### config.mk
export PLATFORM = sky130hd
export DESIGN_NAME = buck_alt_voltage_regs
export DESIGN_NICKNAME = d
export VERILOG_FILES = /design/src/core/buck_alt_pkg.sv /design/src/core/alt_setting_reg.sv /design/src/core/alt_voltage_scale.sv /design/src/core/buck_alt_voltage_regs.sv
export SDC_FILE = /design/constraint.sdc
export NUM_CORES = 1
export LEC_CHECK = 0
export BUFFER_PORTS_ARGS = -buffer_cell sky130_fd_sc_hd__buf_2
export CORE_ASPECT_RATIO = 0.5
export CORE_MARGIN = 2
export CORE_UTILIZATION = 40
export CTS_CLUSTER_DIAMETER = 80
export DETAILED_ROUTE_END_ITERATION = 8
export SYNTH_ARGS = -nofsm -noshare
export SYNTH_HDL_FRONTEND = slang
export SYNTH_SLANG_ARGS = --single-unit
### constraint.sdc
create_clock -name clock -period 7.2 [get_ports clock]
set_input_delay 1.44 -clock clock [delete_from_list [all_inputs] [get_ports clock]]
set_output_delay 1.44 -clock clock [all_outputs]
set_load 0.005 [all_outputs]
### src/core/buck_alt_pkg.sv
// constants for the alternate buck setting register bank
// assumes an 8-bit register port and five converters in a fixed order

package buck_alt_pkg;

  // ****************************************************
  // bus and field geometry
  // ****************************************************
  localparam int ADDR_W = 8;
  localparam int DATA_W = 8;
  localparam int CODE_W = 7;
  localparam int MV_W = 12;
  localparam int NUM_CONV = 5;
  localparam int SLEEP_BIT = 7;
  localparam int CODE_MSB = 6;
  localparam int CODE_LSB = 0;

  // ****************************************************
  // register offsets, index 0 first core ... 4 io
  // ****************************************************
  localparam logic [7:0] CORE_ONE_ALT_OFFSET = 8'hB4;
  localparam logic [7:0] CORE_TWO_ALT_OFFSET = 8'hB5;
  localparam logic [7:0] PROCESSOR_ALT_OFFSET = 8'hB6;
  localparam logic [7:0] MEMORY_ALT_OFFSET = 8'hB7;
  localparam logic [7:0] IO_ALT_OFFSET = 8'hB8;
  localparam logic [4:0][7:0] CONV_OFFSET = {IO_ALT_OFFSET, MEMORY_ALT_OFFSET,
    PROCESSOR_ALT_OFFSET, CORE_TWO_ALT_OFFSET, CORE_ONE_ALT_OFFSET};
  localparam logic [7:0] ALT_STATUS_OFFSET = 8'hF0;
  localparam int STATUS_SEL_BIT = 0;
  localparam int STATUS_WRITTEN_LSB = 1;

  // ****************************************************
  // reset values
  // ****************************************************
  localparam logic [7:0] ALT_SETTING_RESET = 8'h00;
  localparam logic [7:0] READ_IDLE_VALUE = 8'h00;

  // ****************************************************
  // voltage scales in millivolts
  // ****************************************************
  // 300 mV, 530 mV and 800 mV bases; 10 mV and 20 mV steps
  localparam logic [11:0] CORE_BASE_MV = 12'h12C;
  localparam logic [11:0] PROCESSOR_BASE_MV = 12'h212;
  localparam logic [11:0] WIDE_BASE_MV = 12'h320;
  localparam logic [11:0] FINE_STEP_MV = 12'h00A;
  localparam logic [11:0] WIDE_STEP_MV = 12'h014;
  localparam logic [4:0][11:0] CONV_BASE_MV = {WIDE_BASE_MV, WIDE_BASE_MV,
    PROCESSOR_BASE_MV, CORE_BASE_MV, CORE_BASE_MV};
  localparam logic [4:0][11:0] CONV_STEP_MV = {WIDE_STEP_MV, WIDE_STEP_MV,
    FINE_STEP_MV, FINE_STEP_MV, FINE_STEP_MV};

  // ****************************************************
  // converter operating mode under the alternate set
  // ****************************************************
  typedef enum logic {
    MODE_SYNC = 1'b0,
    MODE_SLEEP = 1'b1
  } buck_mode_t;

endpackage

### src/core/alt_setting_reg.sv
// one 8-bit read/write alternate setting register
// assumes the write enable is already decoded and qualified by the clock enable

`timescale 1ns/1ps

module alt_setting_reg #(
  parameter logic [7:0] RESET_VALUE = buck_alt_pkg::ALT_SETTING_RESET
) (
  input wire logic clock,
  input wire logic rstn,
  input wire logic wr_en,
  input wire logic [7:0] wdata,
  output logic [7:0] value
);

  typedef struct packed {
    logic [7:0] value;
  } reg_state_t;

  reg_state_t state_ff;
  reg_state_t nxt_state;

  // all eight bits store the last write, reads have no side effect
  always_comb begin
    nxt_state = state_ff;
    if (wr_en) begin
      nxt_state.value = wdata;
    end
  end

  always_ff @(posedge clock or negedge rstn) begin
    if (!rstn) begin
      state_ff <= '{value: RESET_VALUE};
    end else begin
      state_ff <= nxt_state;
    end
  end

  assign value = state_ff.value;

endmodule // alt_setting_reg

### src/core/alt_voltage_scale.sv
// linear map from a 7-bit voltage code to a target in millivolts
// assumes base plus full-scale step count fits in the output width

`timescale 1ns/1ps

module alt_voltage_scale #(
  parameter logic [11:0] BASE_MV = buck_alt_pkg::CORE_BASE_MV,
  parameter logic [11:0] STEP_MV = buck_alt_pkg::FINE_STEP_MV
) (
  input wire logic [6:0] code,
  output logic [11:0] millivolts
);

  logic [11:0] wide_code;
  logic [11:0] offset_mv;

  assign wide_code = {5'h00, code};
  assign offset_mv = 12'(wide_code * STEP_MV);
  assign millivolts = 12'(BASE_MV + offset_mv);

endmodule // alt_voltage_scale

### src/core/buck_alt_voltage_regs.sv
// alternate (B) setting register bank for five buck converters
// assumes a single-cycle register port on clock; alt_select_pin comes from
// the A/B selection pin outside this clock domain
//
// Behaviour
// - first core bit 7: 0 synchronous, 1 sleep while alternate set selected
// - first core code: 0.30 V at zero, plus 10 mV per step, 1.57 V top
// - second core bit 7: 0 synchronous, 1 sleep under alternate set
// - second core code uses the first core scale, 300 mV base, 10 mV step
// - processor bit 7 set gives sleep, cleared synchronous, under alternate set
// - processor code: 0.53 V at zero, 10 mV per step, 1.80 V top
// - memory bit 7: 0 synchronous, 1 sleep while alternate set applies
// - memory code: 0.80 V at zero, 20 mV per step, 3.34 V top
// - io bit 7: 0 synchronous, 1 sleep while alternate set selected
// - io code uses the memory scale, 800 mV base, 20 mV step

`timescale 1ns/1ps

module buck_alt_voltage_regs #(
  parameter int NUM_CONV = buck_alt_pkg::NUM_CONV
) (
  input wire logic clock,
  input wire logic rstn,
  input wire logic clock_en,
  // register port
  input wire logic [7:0] addr,
  input wire logic [7:0] wdata,
  input wire logic wr,
  input wire logic rd,
  output logic [7:0] rdata,
  // alternate set selection from the pin
  input wire logic alt_select_pin,
  output logic alt_selected,
  // first core converter
  output logic first_core_alt_sleep_active,
  output logic [6:0] first_core_alt_voltage_code,
  output logic [11:0] first_core_alt_target_mv,
  // second core converter
  output logic second_core_alt_sleep_active,
  output logic [6:0] second_core_alt_voltage_code,
  output logic [11:0] second_core_alt_target_mv,
  // processor converter
  output logic processor_alt_sleep_active,
  output logic [6:0] processor_alt_voltage_code,
  output logic [11:0] processor_alt_target_mv,
  // memory converter
  output logic memory_alt_sleep_active,
  output logic [6:0] memory_alt_voltage_code,
  output logic [11:0] memory_alt_target_mv,
  // io converter
  output logic io_alt_sleep_active,
  output logic [6:0] io_alt_voltage_code,
  output logic [11:0] io_alt_target_mv
);

  // ****************************************************
  // state
  // ****************************************************
  typedef struct packed {
    logic sel_meta;
    logic sel_sync;
    logic [7:0] rdata;
    logic [NUM_CONV-1:0] written;
    logic [NUM_CONV-1:0] sleep_active;
    logic [NUM_CONV-1:0][6:0] code;
    logic [NUM_CONV-1:0][11:0] target_mv;
  } bank_state_t;

  bank_state_t state_ff;
  bank_state_t nxt_state;

  // ****************************************************
  // per-converter decode, storage and scaling
  // ****************************************************
  logic [NUM_CONV-1:0] hit;
  logic [NUM_CONV-1:0] reg_wr_en;
  logic [NUM_CONV-1:0][7:0] reg_value;
  logic [NUM_CONV-1:0][11:0] scaled_mv;
  buck_alt_pkg::buck_mode_t [NUM_CONV-1:0] alt_mode;

  genvar gi;
  generate
    for (gi = 0; gi < NUM_CONV; gi++) begin : g_conv
      assign hit[gi] = (addr == buck_alt_pkg::CONV_OFFSET[gi]);
      // writes only land while the clock enable is high
      assign reg_wr_en[gi] = clock_en & wr & hit[gi];

      alt_setting_reg #(
        .RESET_VALUE(buck_alt_pkg::ALT_SETTING_RESET)
      ) u_reg (
        .clock(clock),
        .rstn(rstn),
        .wr_en(reg_wr_en[gi]),
        .wdata(wdata),
        .value(reg_value[gi])
      );

      alt_voltage_scale #(
        .BASE_MV(buck_alt_pkg::CONV_BASE_MV[gi]),
        .STEP_MV(buck_alt_pkg::CONV_STEP_MV[gi])
      ) u_scale (
        .code(reg_value[gi][buck_alt_pkg::CODE_MSB:buck_alt_pkg::CODE_LSB]),
        .millivolts(scaled_mv[gi])
      );

      // bit 7 picks the mode only while the alternate set is in use
      assign alt_mode[gi] = buck_alt_pkg::buck_mode_t'(reg_value[gi][buck_alt_pkg::SLEEP_BIT]);
    end
  endgenerate

  // ****************************************************
  // read mux
  // ****************************************************
  logic [7:0] read_value;
  logic [7:0] status_value;

  always_comb begin
    status_value = 8'h00;
    status_value[buck_alt_pkg::STATUS_SEL_BIT] = state_ff.sel_sync;
    status_value[buck_alt_pkg::STATUS_WRITTEN_LSB +: NUM_CONV] = state_ff.written;
  end

  // unmapped offsets read as zero; reading never disturbs any state
  always_comb begin
    read_value = buck_alt_pkg::READ_IDLE_VALUE;
    for (int i = 0; i < NUM_CONV; i++) begin
      if (hit[i]) begin
        read_value = reg_value[i];
      end
    end
    if (addr == buck_alt_pkg::ALT_STATUS_OFFSET) begin
      read_value = status_value;
    end
  end

  // ****************************************************
  // next state
  // ****************************************************
  always_comb begin
    nxt_state = state_ff;
    nxt_state.sel_meta = alt_select_pin;
    nxt_state.sel_sync = state_ff.sel_meta;
    // read data stands in the cycle after the strobe only
    if (rd) begin
      nxt_state.rdata = read_value;
    end else begin
      nxt_state.rdata = buck_alt_pkg::READ_IDLE_VALUE;
    end
    nxt_state.written = state_ff.written | reg_wr_en;
    for (int i = 0; i < NUM_CONV; i++) begin
      nxt_state.sleep_active[i] = state_ff.sel_sync & (alt_mode[i] == buck_alt_pkg::MODE_SLEEP);
      nxt_state.code[i] = reg_value[i][buck_alt_pkg::CODE_MSB:buck_alt_pkg::CODE_LSB];
      nxt_state.target_mv[i] = scaled_mv[i];
    end
  end

  // ****************************************************
  // registers
  // ****************************************************
  always_ff @(posedge clock or negedge rstn) begin
    if (!rstn) begin
      state_ff <= '0;
    end else if (clock_en) begin
      state_ff <= nxt_state;
    end
  end

  // ****************************************************
  // outputs
  // ****************************************************
  assign rdata = state_ff.rdata;
  assign alt_selected = state_ff.sel_sync;

  assign first_core_alt_sleep_active = state_ff.sleep_active[0];
  assign first_core_alt_voltage_code = state_ff.code[0];
  assign first_core_alt_target_mv = state_ff.target_mv[0];

  assign second_core_alt_sleep_active = state_ff.sleep_active[1];
  assign second_core_alt_voltage_code = state_ff.code[1];
  assign second_core_alt_target_mv = state_ff.target_mv[1];

  assign processor_alt_sleep_active = state_ff.sleep_active[2];
  assign processor_alt_voltage_code = state_ff.code[2];
  assign processor_alt_target_mv = state_ff.target_mv[2];

  assign memory_alt_sleep_active = state_ff.sleep_active[3];
  assign memory_alt_voltage_code = state_ff.code[3];
  assign memory_alt_target_mv = state_ff.target_mv[3];

  assign io_alt_sleep_active = state_ff.sleep_active[4];
  assign io_alt_voltage_code = state_ff.code[4];
  assign io_alt_target_mv = state_ff.target_mv[4];

endmodule // buck_alt_voltage_regs

==> metrics.cfg <==
[status]
status=completed

[global_route]
antenna_found_initial=0
overflow=0
track_usage=0.168
grt_pass1_wl_um=29600
grt_max_degree=78
grt_pass1_vias=5503

[setup_path]
worstPathCellList=buf_2 -> or4_1 -> nor3_2 -> mux2_2
startpoint=addr[0]
r2r-start=g_conv[3].u_reg.value[1]
cpMaxStageDelayCell=or4_1
cp-start-kind=input pin
required_ns=7.50
path_max_fanout=13
critical-path-max-stage-delay_ns=0.75
endpoint_kind=flip-flop
critPathKind=input pin to flip-flop
r2r_slack_ns=4.22
critical_path_buf_inv_count=1
arrival_ns=3.47
crit_family=simple AND/OR/NAND/NOR gates

[yosys]
synth_top_area_frac=0.415
synthesis.area_mm2=0.00857
ys_top_cells_by_area=dfrtp_1, mux2_2, buf_4
synthAdderAreaFrac=0.0920
ys_ff_latch=142
synth_top_family_by_area=multiplexers
synthMuxAreaShare=0.142
synthXorXnorAreaFrac=0.0337
syn_area_per_cell_um2=11.0
synth_flop_cell=dfrtp_1
ys_warn_count=0
yosysSeqAreaShare=0.415
async_flop_share=1.00
synth-simple-area-share=0.0915
synth-edff-count=0
synth_cells=782
synth_compound_area_frac=0.107
yosysUniqueCellTypes=60
synth_top_cell_by_area=dfrtp_1

[clock_network]
cts.sinks=142
cts-root-buf=clkbuf_16
clkLatencyLatePin_ns=0.42
cts.clk_slew.worst_paths_ns=0.05
cts_tree=built
cts_max_path_buffers=2
htreeDepth=4
numCtsBuffers=17
post_cts_resized=0
post_cts_buffers=0
holdBufCountCts=0

[sta]
fin_crit_sh=0.441
slew_headroom=0.354
setup-violations-final=0
worst_slew_pin_slew_ns=0.969
fin_setup_tns_ns=0
setup_slack_ns=4.03
finClkSkew_ns=0.00906
final_max_slew_viol_count=0
finalHoldViolCount=0
rsz0062_at_grt=no
finalCriticalPeriod_ns=3.17
fmax_mhz=315

[drt]
wirelength_um=18400
wl_met2_um=8180
viasPerCell=5.24
dr.pass1.iters=4
first_iter_violations=274
drc=0
postRouteAntennaNets=0
wl_met1_um=9110
wl_per_cell_um=17.0
vias=5674
topRoutingLayerUsed=met4
wl_met3_um=887

[placed_design]
place_area_mm2=0.00869
hpwl_um=13600
pre_cts_ws_ns=3.57
gp_congestion=0.801
numPortBuffers=123

[hold_path]
min_path_type=flip-flop to flip-flop
worstHoldStart=state_ff[104]

[power]
cellPowerDensity_mw_per_mm2=201
clkPwrFrac=0.440
p_switching_uw=443
ir_drop_v=0.000122
p_int_mw=1.41
combPwrFrac=0.095
leakage_nw=4.67
seqPwrFrac=0.464
netSwitchingFraction=0.239

[die]
core_area_mm2=0.0208
placementRows=37
start_util=0.412
die_w_um=211
die_h_um=108
dieArea_mm2=0.0227
ios=131

[finish]
nets=884
design_area_mm2=0.00922
final_common_cell=dfrtp_1
antenna_cells=0
nFillCells=1971
syn_to_final_growth_pct=7.55
drive_above_1_share=0.329
layout_common_cells=dfrtp_1, buf_2, mux2_2, ha_1, o21ai_0

[run]
drv_cap=0

==> worst reg2reg max path, delay by kind of cell (launching register included) <==
kind	cells	cell delay (ns)
fa+ha+maj	3	1.03
flops	1	0.44
compound gates	3	0.61
xor+xnor	1	0.31
simple gates	1	0.45
==> sequential cells by signal, indices dropped and copies added, names as in the netlist, 5 cells and up <==
register / cells
second_core_alt_voltage_code: 7
memory_alt_voltage_code: 7
processor_alt_voltage_code: 7
io_alt_target_mv: 8
first_core_alt_voltage_code: 7
memory_alt_target_mv: 8
first_core_alt_target_mv: 10
state_ff: 5
io_alt_voltage_code: 7
second_core_alt_target_mv: 10
rdata: 8
processor_alt_target_mv: 11
g_conv.u_reg.value: 40
==> final timing paths <==
check / endpoint / cells past startpoint
setup reg to reg: memory_alt_target_mv[10] / 8
max in group asynchronous: io_alt_target_mv[9] / 2
min in group asynchronous: processor_alt_target_mv[7] / 1
hold reg to reg: state_ff[104] / 1
setup / recovery: g_conv[4].u_reg.value[4] / 4
hold / removal: state_ff[104] / 1
==> routing by layer <==
| metal | track usage | vias to the layer above |
|---|---|---|
| met5 | 0 | - |
| met4 | 0.0433 | 0 |
| met3 | 0.0426 | 18 |
| met2 | 0.249 | 88 |
| met1 | 0.242 | 2835 |
| li1 | - | 2733 |
==> final cells by class <==
cell class / count / area [um2] / area share
clock inverter: 2 / 35.0 / 0.00380
tap: 273 / 342 / 0.0371
multi-input combinational: 481 / 4020 / 0.436
sequential: 142 / 3550 / 0.385
inverter: 34 / 128 / 0.0138
timing repair buffer: 126 / 647 / 0.0702
clock buffer: 24 / 492 / 0.0533
==> synthesized netlist by cell type (all sizes together) (10+ instances only) <==
cell and n:
a21oi 35, buf 115, clkbuf 16, dfrtp 142, ha 55, inv 34
mux2 92, nand2 20, nand2b 10, nand3 13, nor2 33, nor2b 14
o21ai 40, o22ai 10, xnor2 22, xor2 11
==> through the flow <==
step | hold WS (ns) | instances | total power [mW] | utilization
2_1_floorplan | 0.435 | 788 | 1.01 | -
3_3_place_gp | 0.455 | 1056 | 1.05 | 0.418
3_5_place_dp | 0.460 | 1056 | 1.06 | 0.418
4_1_cts | 0.479 | 1082 | 1.88 | 0.444
5_1_grt | 0.498 | 1082 | 1.93 | 0.444
6_report | 0.472 | 1082 | 1.85 | 0.444
==> power groups by stage <==
stage | Clock, mW | Combinational, mW | Sequential, mW
6_report | 0.817 | 0.177 | 0.861
5_1_grt | 0.863 | 0.200 | 0.866
4_1_cts | 0.834 | 0.181 | 0.862
3_5_place_dp | 0 | 0.180 | 0.876
3_3_place_gp | 0 | 0.177 | 0.875
2_1_floorplan | 0 | 0.144 | 0.863
==> logic make-up (layout without fill, tap and decap cells) <==
| family | after synthesis | count (layout) |
|---|---|---|
| other | 1 | 7 |
| buffers and inverters | 165 | 186 |
| XOR/XNOR | 33 | 33 |
| AO/OA/AOI/OAI | 144 | 144 |
| adder cells (fa/ha/maj) | 60 | 60 |
| multiplexers | 100 | 100 |
| AND/OR/NAND/NOR | 137 | 137 |
| flip-flops | 142 | 142 |
Power figures use the tool's default switching activity.
